File: config.mk
export PLATFORM = sky130hd
export DESIGN_NAME = hic_config_top
export DESIGN_NICKNAME = d
export VERILOG_FILES = /design/src/rtl/hic_pkg.sv /design/src/rtl/hic_cmd_counters.sv /design/src/rtl/hic_udma_timer.sv /design/src/rtl/hic_config_top.sv
export SDC_FILE = /design/constraint.sdc
export NUM_CORES = 1
export LEC_CHECK = 0
export BUFFER_PORTS_ARGS = -buffer_cell sky130_fd_sc_hd__buf_2
export CAP_MARGIN = 0
export CELL_PAD_IN_SITES_DETAIL_PLACEMENT = 1
export CELL_PAD_IN_SITES_GLOBAL_PLACEMENT = 1
export CORE_MARGIN = 2
export CORE_UTILIZATION = 44
export DETAILED_ROUTE_END_ITERATION = 16
export PLACE_DENSITY = 0.82
export SYNTH_ARGS = -nofsm -noshare
export SYNTH_HDL_FRONTEND = slang
export SYNTH_SLANG_ARGS = --single-unit
export TNS_END_PERCENT = 50
File: constraint.sdc
create_clock -name clock -period 5.03 [get_ports clock]
set_input_delay 0 -clock clock [delete_from_list [all_inputs] [get_ports clock]]
set_output_delay 0 -clock clock [all_outputs]
set_load 0.005 [all_outputs]
File: src/rtl/hic_pkg.sv
// Purpose: Shared constants and carriers for the host interface config block
// Assumes: 32-bit Avalon-MM register words, byte addressed
// Notes:   Every offset lives here, and every field position and reset value except those of the counters word
package hic_pkg;

    // =========================================================
    // Register map (byte addresses)
    // =========================================================
    localparam logic [4:0] OFF_CONFIG_ONE = 5'h00;
    localparam logic [4:0] OFF_ULTRA_LOW = 5'h04;
    localparam logic [4:0] OFF_IRQ_STATUS = 5'h08;
    localparam logic [4:0] OFF_IRQ_MASK = 5'h0c;
    localparam logic [4:0] OFF_SEQ_STATUS = 5'h10;
    localparam logic [4:0] OFF_COUNTERS = 5'h14;

    // =========================================================
    // host_interface_config_one fields
    // =========================================================
    localparam int CFG_DMA_SUSPEND = 7;
    localparam int CFG_SHHP_OFF = 6;
    localparam int CFG_UDMA_AUTO_OFF = 5;
    localparam int CFG_FLUSH = 4;
    localparam int CFG_UNMASK = 2;
    localparam int CFG_CLEAR = 1;
    localparam int CFG_ULTRA_BIT3 = 0;
    localparam logic [7:0] CFG_RESET = 8'h00;
    localparam logic [2:0] ULTRA_LOW_RESET = 3'h0;

    // =========================================================
    // Interrupt status / mask layout
    // =========================================================
    localparam int IRQ_W = 3;
    localparam int IRQ_DTEI = 0;
    localparam int IRQ_SUSPEND = 1;
    localparam int IRQ_XFER_END = 2;
    localparam logic [IRQ_W-1:0] IRQ_RESET = 3'h0;

    // =========================================================
    // Sequencer status word fields
    // =========================================================
    localparam int ST_SUSPENDED = 0;
    localparam int ST_BSY = 1;
    localparam int ST_DRQ = 2;
    localparam int ST_DTEI_FLAG = 6;
    localparam int ST_WPTR_LSB = 8;

    // =========================================================
    // Sizes
    // =========================================================
    localparam int CMD_FIFO_DEPTH = 12;
    localparam int PTR_W = 4;
    localparam int CNT_W = 16;
    localparam int LIMIT_W = 8;
    localparam int ULTRA_W = 4;

    // Sequencer states
    typedef enum logic [2:0] {
        SEQ_RUN = 3'b001,
        SEQ_SUSP = 3'b010,
        SEQ_RESUME = 3'b100
    } hic_seq_state_t;

    // Events from the host side of the interface
    typedef struct packed {
        logic cmd_byte_wr;
        logic word_xfer;
        logic pkt_load;
        logic [CNT_W-1:0] pkt_size;
        logic dtei_event;
        logic dtei_ack;
        logic xfer_end;
        logic autodrq_on;
        logic bsy_req;
        logic drq_req;
    } hic_seq_in_t;

    // Registered controls toward the host interface
    typedef struct packed {
        logic host_bsy;
        logic host_drq;
        logic dtei_flag;
        logic dtei_irq;
        logic ultra_en_clr;
        logic dma_suspend_en;
        logic shhp_off;
    } hic_seq_out_t;

endpackage

File: src/rtl/hic_cmd_counters.sv
// Purpose: Command FIFO write pointer, transfer counter and packet size store
// Assumes: Flush and clear arrive as one-cycle strobes
// Notes:   Flush and clear win over a same-cycle increment or load
module hic_cmd_counters #(
    parameter int DEPTH = hic_pkg::CMD_FIFO_DEPTH
) (
    // Clock and reset
    input wire logic clock,
    input wire logic rstn,
    // Strobes
    input wire logic flush,
    input wire logic clear,
    // Events
    input wire logic cmd_byte_wr,
    input wire logic word_xfer,
    input wire logic pkt_load,
    input wire logic [hic_pkg::CNT_W-1:0] pkt_size_in,
    // State
    output logic [hic_pkg::PTR_W-1:0] wptr,
    output logic [hic_pkg::CNT_W-1:0] xfer_cnt,
    output logic [hic_pkg::CNT_W-1:0] pkt_size
);

    localparam logic [hic_pkg::PTR_W-1:0] LAST = hic_pkg::PTR_W'(DEPTH);

    logic [hic_pkg::PTR_W-1:0] wptr_next;
    logic [hic_pkg::CNT_W-1:0] xfer_cnt_next;
    logic [hic_pkg::CNT_W-1:0] pkt_size_next;

    always_comb
    begin
        wptr_next = wptr;
        xfer_cnt_next = xfer_cnt;
        pkt_size_next = pkt_size;
        if (flush)
        begin
            wptr_next = '0;
        end
        else if (cmd_byte_wr && wptr != LAST)
        begin
            wptr_next = wptr + 1'b1;
        end
        if (clear)
        begin
            xfer_cnt_next = '0;
            pkt_size_next = '0;
        end
        else
        begin
            if (word_xfer)
            begin
                xfer_cnt_next = xfer_cnt + 1'b1;
            end
            if (pkt_load)
            begin
                pkt_size_next = pkt_size_in;
            end
        end
    end

    always_ff @(posedge clock or negedge rstn)
    begin
        if (!rstn)
        begin
            wptr <= '0;
            xfer_cnt <= '0;
            pkt_size <= '0;
        end
        else
        begin
            wptr <= wptr_next;
            xfer_cnt <= xfer_cnt_next;
            pkt_size <= pkt_size_next;
        end
    end

endmodule // hic_cmd_counters

File: src/rtl/hic_udma_timer.sv
// Purpose: Ultra DMA timing limit counter with configurable extension
// Assumes: start is a one-cycle pulse; base limit plus extension of zero acts as one
// Notes:   A start while busy restarts the count
module hic_udma_timer (
    // Clock and reset
    input wire logic clock,
    input wire logic rstn,
    // Request
    input wire logic start,
    input wire logic [hic_pkg::LIMIT_W-1:0] base_limit,
    input wire logic [hic_pkg::ULTRA_W-1:0] extra,
    // Result
    output logic busy,
    output logic done
);

    localparam int SUM_W = hic_pkg::LIMIT_W + 1;

    logic [SUM_W-1:0] count;
    logic [SUM_W-1:0] count_next;
    logic busy_next;
    logic done_next;
    logic [SUM_W-1:0] total;

    always_comb
    begin
        total = SUM_W'(base_limit) + SUM_W'(extra);
        if (total == '0)
        begin
            total = SUM_W'(1);
        end
        count_next = count;
        busy_next = busy;
        done_next = 1'b0;
        if (start)
        begin
            count_next = total;
            busy_next = 1'b1;
        end
        else if (busy)
        begin
            if (count == SUM_W'(1))
            begin
                busy_next = 1'b0;
                done_next = 1'b1;
                count_next = '0;
            end
            else
            begin
                count_next = count - 1'b1;
            end
        end
    end

    always_ff @(posedge clock or negedge rstn)
    begin
        if (!rstn)
        begin
            count <= '0;
            busy <= 1'b0;
            done <= 1'b0;
        end
        else
        begin
            count <= count_next;
            busy <= busy_next;
            done <= done_next;
        end
    end

endmodule // hic_udma_timer

File: src/rtl/hic_config_top.sv
// Purpose: Host interface config register bank and auto sequencer controls
// Assumes: Avalon-MM slave, one clock, host events synchronous to clock
// Notes:   Each access answers one cycle after it is seen
module hic_config_top (
    // Clock and reset
    input wire logic clock,
    input wire logic rstn,
    // Avalon-MM slave
    input wire logic [4:0] address,
    input wire logic [3:0] byteenable,
    input wire logic read,
    input wire logic write,
    input wire logic [31:0] writedata,
    output logic [31:0] readdata,
    output logic waitrequest,
    // Host side events
    input wire hic_pkg::hic_seq_in_t seq_in,
    // Ultra DMA timing request
    input wire logic udma_start,
    input wire logic [hic_pkg::LIMIT_W-1:0] udma_base_limit,
    // Controls toward the host interface
    output hic_pkg::hic_seq_out_t seq_out,
    output logic udma_busy,
    output logic udma_done,
    // Interrupt
    output logic irq
);

    // =========================================================
    // Bus slave
    // =========================================================
    logic [31:0] readdata_next;
    logic waitrequest_next;
    logic req;
    logic take;
    logic wr_lane0;

    assign req = read | write;
    // Access completes at the edge where waitrequest is low
    assign take = req & ~waitrequest;
    assign wr_lane0 = take & write & byteenable[0];

    // =========================================================
    // Register state
    // =========================================================
    logic [7:0] cfg_reg;
    logic [7:0] cfg_next;
    logic [2:0] ultra_low_reg;
    logic [2:0] ultra_low_next;
    logic [hic_pkg::IRQ_W-1:0] irq_status_reg;
    logic [hic_pkg::IRQ_W-1:0] irq_status_next;
    logic [hic_pkg::IRQ_W-1:0] irq_mask_reg;
    logic [hic_pkg::IRQ_W-1:0] irq_mask_next;
    logic flush_reg;
    logic flush_next;
    logic clear_reg;
    logic clear_next;
    logic irq_next;
    logic [hic_pkg::IRQ_W-1:0] irq_events;

    logic [hic_pkg::ULTRA_W-1:0] ultra_field;
    logic unmask;

    // field msb from config bit 0
    assign ultra_field = {cfg_reg[hic_pkg::CFG_ULTRA_BIT3], ultra_low_reg};
    assign unmask = cfg_reg[hic_pkg::CFG_UNMASK];

    // =========================================================
    // Sequencer state
    // =========================================================
    hic_pkg::hic_seq_state_t state_reg;
    hic_pkg::hic_seq_state_t state_next;
    hic_pkg::hic_seq_out_t out_next;
    logic dtei_flag_next;
    logic enter_susp;

    // Counters
    logic [hic_pkg::PTR_W-1:0] wptr;
    logic [hic_pkg::CNT_W-1:0] xfer_cnt;
    logic [hic_pkg::CNT_W-1:0] pkt_size;

    hic_cmd_counters #(
        .DEPTH(hic_pkg::CMD_FIFO_DEPTH)
    ) u_counters (
        .clock(clock),
        .rstn(rstn),
        .flush(flush_reg),
        .clear(clear_reg),
        .cmd_byte_wr(seq_in.cmd_byte_wr),
        .word_xfer(seq_in.word_xfer),
        .pkt_load(seq_in.pkt_load),
        .pkt_size_in(seq_in.pkt_size),
        .wptr(wptr),
        .xfer_cnt(xfer_cnt),
        .pkt_size(pkt_size)
    );

    hic_udma_timer u_timer (
        .clock(clock),
        .rstn(rstn),
        .start(udma_start),
        .base_limit(udma_base_limit),
        .extra(ultra_field),
        .busy(udma_busy),
        .done(udma_done)
    );

    // =========================================================
    // Register writes and interrupts
    // =========================================================
    always_comb
    begin
        cfg_next = cfg_reg;
        ultra_low_next = ultra_low_reg;
        irq_mask_next = irq_mask_reg;
        irq_status_next = irq_status_reg;
        flush_next = 1'b0;
        clear_next = 1'b0;
        if (wr_lane0)
        begin
            case (address)
                hic_pkg::OFF_CONFIG_ONE:
                begin
                    cfg_next = writedata[7:0];
                    // Strobe bits never stored
                    cfg_next[hic_pkg::CFG_FLUSH] = 1'b0;
                    cfg_next[hic_pkg::CFG_CLEAR] = 1'b0;
                    cfg_next[3] = 1'b0;
                    flush_next = writedata[hic_pkg::CFG_FLUSH];
                    clear_next = writedata[hic_pkg::CFG_CLEAR];
                end
                hic_pkg::OFF_ULTRA_LOW:
                begin
                    ultra_low_next = writedata[2:0];
                end
                hic_pkg::OFF_IRQ_STATUS:
                begin
                    irq_status_next = irq_status_reg & ~writedata[hic_pkg::IRQ_W-1:0];
                end
                hic_pkg::OFF_IRQ_MASK:
                begin
                    irq_mask_next = writedata[hic_pkg::IRQ_W-1:0];
                end
                default:
                begin
                    cfg_next = cfg_reg;
                end
            endcase
        end
        // Set wins over a same-cycle write-one clear
        irq_status_next = irq_status_next | irq_events;
        irq_next = |(irq_status_next & irq_mask_next);
    end

    always_ff @(posedge clock or negedge rstn)
    begin
        if (!rstn)
        begin
            cfg_reg <= hic_pkg::CFG_RESET;
            ultra_low_reg <= hic_pkg::ULTRA_LOW_RESET;
            irq_status_reg <= hic_pkg::IRQ_RESET;
            irq_mask_reg <= hic_pkg::IRQ_RESET;
            flush_reg <= 1'b0;
            clear_reg <= 1'b0;
            irq <= 1'b0;
        end
        else
        begin
            cfg_reg <= cfg_next;
            ultra_low_reg <= ultra_low_next;
            irq_status_reg <= irq_status_next;
            irq_mask_reg <= irq_mask_next;
            flush_reg <= flush_next;
            clear_reg <= clear_next;
            irq <= irq_next;
        end
    end

    // =========================================================
    // Auto sequencer suspend and resume
    // =========================================================
    always_comb
    begin
        state_next = state_reg;
        out_next = seq_out;
        dtei_flag_next = seq_out.dtei_flag;
        enter_susp = (state_reg == hic_pkg::SEQ_RUN) & unmask & seq_in.autodrq_on
            & seq_in.dtei_event;
        case (state_reg)
            hic_pkg::SEQ_RUN:
            begin
                if (enter_susp)
                begin
                    state_next = hic_pkg::SEQ_SUSP;
                end
            end
            hic_pkg::SEQ_SUSP:
            begin
                if (!unmask)
                begin
                    state_next = hic_pkg::SEQ_RESUME;
                end
            end
            hic_pkg::SEQ_RESUME:
            begin
                state_next = hic_pkg::SEQ_RUN;
            end
            default:
            begin
                state_next = hic_pkg::SEQ_RUN;
            end
        endcase
        if (seq_in.dtei_event)
        begin
            dtei_flag_next = 1'b1;
        end
        else if (state_reg == hic_pkg::SEQ_RESUME || seq_in.dtei_ack)
        begin
            dtei_flag_next = 1'b0;
        end
        out_next.dtei_flag = dtei_flag_next;
        out_next.dtei_irq = dtei_flag_next & (unmask | ~seq_in.autodrq_on);
        if (state_next == hic_pkg::SEQ_SUSP)
        begin
            out_next.host_bsy = 1'b1;
            out_next.host_drq = 1'b0;
        end
        else
        begin
            out_next.host_bsy = seq_in.bsy_req;
            out_next.host_drq = seq_in.drq_req;
        end
        out_next.ultra_en_clr = seq_in.xfer_end & ~cfg_reg[hic_pkg::CFG_UDMA_AUTO_OFF];
        out_next.dma_suspend_en = cfg_reg[hic_pkg::CFG_DMA_SUSPEND];
        out_next.shhp_off = cfg_reg[hic_pkg::CFG_SHHP_OFF];
        irq_events = '0;
        irq_events[hic_pkg::IRQ_DTEI] = seq_in.dtei_event;
        irq_events[hic_pkg::IRQ_SUSPEND] = enter_susp;
        irq_events[hic_pkg::IRQ_XFER_END] = seq_in.xfer_end;
    end

    always_ff @(posedge clock or negedge rstn)
    begin
        if (!rstn)
        begin
            state_reg <= hic_pkg::SEQ_RUN;
            seq_out <= '0;
        end
        else
        begin
            state_reg <= state_next;
            seq_out <= out_next;
        end
    end

    // =========================================================
    // Read path and waitrequest
    // =========================================================
    always_comb
    begin
        readdata_next = readdata;
        waitrequest_next = 1'b1;
        // Answer one cycle after the request is first seen
        if (req && waitrequest)
        begin
            waitrequest_next = 1'b0;
            readdata_next = '0;
            case (address)
                hic_pkg::OFF_CONFIG_ONE:
                begin
                    readdata_next[7:0] = cfg_reg;
                end
                hic_pkg::OFF_ULTRA_LOW:
                begin
                    readdata_next[2:0] = ultra_low_reg;
                end
                hic_pkg::OFF_IRQ_STATUS:
                begin
                    readdata_next[hic_pkg::IRQ_W-1:0] = irq_status_reg;
                end
                hic_pkg::OFF_IRQ_MASK:
                begin
                    readdata_next[hic_pkg::IRQ_W-1:0] = irq_mask_reg;
                end
                hic_pkg::OFF_SEQ_STATUS:
                begin
                    readdata_next[hic_pkg::ST_SUSPENDED] = (state_reg == hic_pkg::SEQ_SUSP);
                    readdata_next[hic_pkg::ST_BSY] = seq_out.host_bsy;
                    readdata_next[hic_pkg::ST_DRQ] = seq_out.host_drq;
                    readdata_next[hic_pkg::ST_DTEI_FLAG] = seq_out.dtei_flag;
                    readdata_next[hic_pkg::ST_WPTR_LSB +: hic_pkg::PTR_W] = wptr;
                end
                hic_pkg::OFF_COUNTERS:
                begin
                    readdata_next = {pkt_size, xfer_cnt};
                end
                default:
                begin
                    readdata_next = '0;
                end
            endcase
        end
    end

    always_ff @(posedge clock or negedge rstn)
    begin
        if (!rstn)
        begin
            readdata <= '0;
            waitrequest <= 1'b1;
        end
        else
        begin
            readdata <= readdata_next;
            waitrequest <= waitrequest_next;
        end
    end

endmodule // hic_config_top

# After elaboration in Yosys (flattened, before gate mapping)
# Index checks and enable logic that the tools add are counted.
word_totals:
  regBits: 107
  latchBits: 0
  ram_bits: 0
  mem_bits_ro: 0
  input_bits: 79
  wordCells: 104
  n_memories: 0
op_classes:
  addsub: 4
  multipliers: 0
  div: 0
  n_lt_le_gt_ge: 0
  n_eq_ne: 11
  shift: 0
  n_mux: 37
  n_bitwise: 17
  reduce_logical: 12
ops:
  columns: ["op", "count"]
  rows:
  - ["16-bit two-way mux", 4]
  - ["9-bit two-way mux", 4]
  - ["20-bit two-way mux", 1]
  - ["3-bit two-way mux", 6]
  - ["3-bit one-hot mux with 6 select lines", 1]
  - ["16-bit by 1-bit adder with 16-bit output (second input constant)", 1]
  - ["1-bit two-way mux", 13]
  - ["3-bit one-hot mux with 2 select lines", 2]
  - ["5-bit by 4-bit equality test with 1-bit output (second input constant)", 2]
  - ["5-bit equality test (second input constant)", 2]
  - ["8-bit by 4-bit adder with 9-bit output", 1]
  - ["9-bit by 1-bit equality test with 1-bit output (second input constant)", 1]
  - ["9-bit logical NOT", 1]
  - ["9-bit by 1-bit subtractor with 9-bit output (second input constant)", 1]
  - ["1-bit AND", 8]
  - ["4-bit two-way mux", 2]
  - ["4-bit one-hot mux with 2 select lines", 1]
  - ["2-bit nonzero test", 4]
  - ["3-bit AND", 2]
  - ["3-bit by 2-bit equality test with 1-bit output (second input constant)", 2]
  - ["5-bit by 3-bit equality test with 1-bit output (second input constant)", 1]
  - ["5-bit logical NOT", 1]
  - ["4-bit by 1-bit adder with 4-bit output (second input constant)", 1]
  - ["4-bit inequality test (second input constant)", 1]
  - ["13 further kinds", 18]

# Depth between registers and ports, before layout
depth:
  word_depth: 8
  mapped_depth: 6

# Cells and area by module
# A second synthesis with hierarchy kept.
unflattened:
  cells_unflattened: 499
  hier_area_um2: 5161.2
modules_own_cells:
  columns: ["mod", "instances", "cells_each", "area_per_inst_um2", "seq_area_each_um2"]
  rows:
  - ["hic_config_top", 1, 240, 2571.2, 1503.9]
  - ["hic_cmd_counters", 1, 160, 1721.7, 900.9]
  - ["hic_udma_timer", 1, 99, 868.3, 275.3]

# Worst setup path before layout
# No wires, ideal clock.
synth_timing:
  path_kind: "flip-flop to flip-flop"
  startpoint: "reg ultra_low_reg[0]"
  endpoint: "reg u_timer.count[0]"
  arrival_time_ns: 1.998
  path_slack_ns: 2.922
  stages_incl_launch_ff: 7
  path_cell_list: "dfrtp_1 -> ha_1 -> fa_1 -> a211oi_1 -> nor3_1 -> xor2_1 -> o41ai_1"
synth_via:
  elab_chain_cells: 4
synth_rtl:
  columns: ["element", "line", "rtl"]
  rows:
  - ["from (decl)", "hic_config_top.sv:48", "logic [2:0] ultra_low_reg;"]
  - ["from (signal assigned)", "hic_config_top.sv:160", "ultra_low_reg <= hic_pkg::ULTRA_LOW_RESET;"]
  - ["from (signal assigned)", "hic_config_top.sv:170", "ultra_low_reg <= ultra_low_next;"]
  - ["8-bit by 4-bit adder with 9-bit output *", "hic_udma_timer.sv:27", "total = SUM_W'(base_limit) + SUM_W'(extra);"]
  - ["9-bit logical NOT", "hic_udma_timer.sv:28", "if (total == '0)"]
  - ["9-bit two-way mux *", "hic_udma_timer.sv:28", null]
  - ["9-bit two-way mux *", "hic_udma_timer.sv:35", "if (start)"]
  - ["to (signal assigned)", "hic_udma_timer.sv:65", "count <= count_next;"]
  - ["to (decl)", "hic_udma_timer.sv:19", "logic [SUM_W-1:0] count;"]
# Every way passes the cells marked *; elsewhere a longest branch is shown, timed or not.
# A chain may end at the register's enable or synchronous reset.

# Final worst setup path
# Same ends and word-level chain as after synthesis.

==> impl_results.md <==
* Status: completed
* Register share of total power at 0.496
* Max FFs per register at 32
* CP Data Required Time at 5.26 ns
* Net count, final at 702
* I/O pins at 122
* Util after Layout at 0.551
* Cell Count, Final, Fillers Out at 760
* Core Region at 11300 µm²
* Reg2reg setup slack at 2.63 ns
* Number of global-route vias before repair at 4623
* Reg2Reg Capture Point: u_timer.count[0]
* Fmax at 417 MHz
* Final cycle utilization of the critical path at 0.477
* Measured slew at the worst slew-check pin at 1.12 ns
* Postcts setup bufs at 0
* Yosys top cell area share at 0.520
* CTS Buf Count at 9
* PwrDens at 345 nW/µm²
* Clk slew on worst S/H paths at 0.07 ns
* #FFs+latches synth at 107
* H-tree depth at 3
* Arrival time at the worst endpoint at 2.63 ns
* Slew Limit Fails at 0
* Overflow after GRT at 0
* Met3 Use GR at 0.0426
* CTS tree: built
* Post-synthesis net count at 585
* Clk_lat worst skew at 0.34 ns
* PortBufs at 93
* Met2 Use GR at 0.405
* Vias/cell at 5.56
* Sink Count at 107
* Max FO, Critical Path at 5
* Leakage at 2.95 nW
* Post-Syn Area at 5050 µm²
* GRT Util Overall at 0.226
* Slew HR at 0.251
* DRT antenna net count at 0
* Number of synthesized flops with an enable pin at 0
* Gate power share at 0.179
* Clock buffer depth at 2
* DR vias at 4223
* First-pass GRT wire length at 22.8 mm
* Hold Violations, Final at 0
* Sw Ratio at 0.295
* GR Util met1 at 0.276
* Maximum vdd drop at 179 µV
* Final Wtd Congestion at 0.832
* Crit. End Element: register
* Worst hold start: seq_in[23]
* Total net switching power at 635 µW
* Drt pass-1 iters at 6
* Worst r2r src: ultra_low_reg[0]
* Post-synthesis cell count at 496
* Fin crit period at 2.40 ns
* Root Buffer: clkbuf_16
* Initial Util at 0.446
* Placed insts at 713
* Pint at 1.52 mW
* Setup TNS at 0 ns
* Final instance area at 6240 µm²
* Worst hold endpoint: u_counters.xfer_cnt[1]
* ANT cells at 0
* DRT iter0 DRCs at 182
* Clock power frac at 0.325
* Placed Area at 5630 µm²
* Die ar. at 12400 µm²
* Yosys Warn Count at 0
* Share of cells above drive strength 1 at 0.227
* Min-Delay Path Class: input pin to register
* Hold Path Stages at 3
* Largest net degree at the start of global routing at 67
* Dpl hpwl at 9.28 mm
* Final setup violation count at 0
* Avg Inst Size Synth at 10.2 µm²
* Clk_skew at 0.0129 ns
* Ranking of synthesized cells by area: dfrtp_1, nand2_1, mux2i_1
* # rows at 39
* Die Ht at 111 µm
* Initial antenna violation count at 0
* R2R depth at 6
* Routed WL per cell at 18.0 µm
* Distinct cell type count after synthesis at 60
* RSZ-0062 raised after global routing: no
* Largest reg by FF count: readdata
* Post-synthesis sequential area ratio at 0.531
* Cell taking the most area after synthesis: dfrtp_1
* GR peak layer: met2
* Post-CTS Resized at 0
* Die W at 111 µm
* Routed WL at 13.7 mm
* Leading registers by flop count: readdata: 32 flops, u_counters.pkt_size: 16 flops, u_counters.xfer_cnt: 16 flops
* Post-synth ARST share at 1.00
* Drt drc at 0
* CP Class: register to register
* Max Cap Viol at 0
* Ys flop type: dfrtp_1
* Area grow syn2layout at 23.5%
* Worst Setup Start Kind: register
metrics by stage:
stage | hold slack, ns | setup slack (ns) | power, mW
final | 0.0439 | 2.63 | 2.15
after detailed placement | 0.0158 | 2.62 | 1.45
after global routing | 0.0477 | 2.43 | 2.27
after CTS | 0.0327 | 2.61 | 2.17
after floorplan | -0.296 | 2.92 | 1.29
after global placement | 0.00920 | 2.69 | 1.41
metal layers:
metal	up-vias	share of wire	routed length, µm
met5	-	0	0
met4	0	0.021	282
met3	23	0.037	505
met2	103	0.51	7050
met1	2125	0.43	5870
li1	1972	-	-
layout by cell type, fill, tap and decap left out, types with 4 or more instances in the layout:
cell           instances
a211oi_1               4
a21oi_1               13
a221oi_1               7
a22oi_1                5
and2_1                 4
and3_1                 5
buf_2                 92
clkbuf_16              9
dfrtp_1              105
dlygate4sd3_1         32
ha_1                   9
inv_1                 20
mux2_2                15
mux2i_1               22
nand2_1               62
nand3_1               13
nand4_1                6
nor2_1                58
nor2b_1                6
nor3_1                 9
nor4b_1                4
o21ai_0               34
or3_1                  4
xnor2_1                6
xor2_1                 9
what timing repair did:
| action | CTS | global route |
|---|---|---|
| hold buffers | 32 | 0 |
| endpoints found under the setup margin | 0 | 0 |
| endpoints found under the hold margin | 79 | 0 |
cell families after synthesis:
| logic type | after synthesis | synth area share |
|---|---|---|
| compound gates | 92 | 0.120 |
| xor+xnor | 15 | 0.0260 |
| fa+ha+maj | 10 | 0.0263 |
| buf+inv | 41 | 0.0310 |
| flops | 107 | 0.531 |
| mux | 37 | 0.0770 |
| simple gates | 194 | 0.189 |
worst max-delay path by stage:
stage,startpoint,to,slack [ns],depth (start not counted)
2_1_floorplan,ultra_low_reg[0],u_timer.count[0],2.92,6
3_3_place_gp,ultra_low_reg[0],u_timer.count[0],2.69,6
3_5_place_dp,ultra_low_reg[0],u_timer.count[0],2.62,6
4_1_cts,ultra_low_reg[0],u_timer.count[0],2.61,6
5_1_grt,u_timer.count[1],u_timer.count[3],2.43,6
6_report,ultra_low_reg[0],u_timer.count[0],2.63,6
power groups by stage:
stage / Combinational (mW) / Clock, mW / Sequential [mW]
floorplan: 0.235 / 0 / 1.05
global placement: 0.341 / 0 / 1.07
detailed placement: 0.368 / 0 / 1.08
CTS: 0.389 / 0.714 / 1.07
global route: 0.436 / 0.747 / 1.08
finish: 0.385 / 0.701 / 1.07
synth_stat cells, types with 5 or more instances:
| master | count |
|---|---|
| mux2_2 | 15 |
| clkbuf_1 | 19 |
| a21oi_1 | 13 |
| xor2_1 | 9 |
| nor3_1 | 9 |
| nor2_1 | 58 |
| xnor2_1 | 6 |
| inv_1 | 20 |
| nor2b_1 | 6 |
| o21ai_0 | 34 |
| a221oi_1 | 7 |
| nand2_1 | 62 |
| and3_1 | 5 |
| a22oi_1 | 5 |
| nand4_1 | 6 |
| ha_1 | 9 |
| dfrtp_1 | 105 |
| mux2i_1 | 22 |
| nand3_1 | 13 |
worst max-delay path, stage by stage (launching register included):
cell and delay (ns):
dfrtp_1 0.41, ha_1 0.25, fa_1 0.42, a211oi_1 0.54, nor3_1 0.14, xor2_1 0.19, o41ai_1 0.34
layout make-up:
| type | count | area, µm² |
|---|---|---|
| multi-input combinational | 348 | 2210 |
| clock inverter | 4 | 51.3 |
| tap | 143 | 179 |
| fill | 1286 | 5080 |
| timing repair buffer | 127 | 803 |
| sequential | 107 | 2680 |
| clock buffer | 11 | 233 |
| inverter | 20 | 75.1 |
Note: power is estimated with default switching activity, not from simulation.
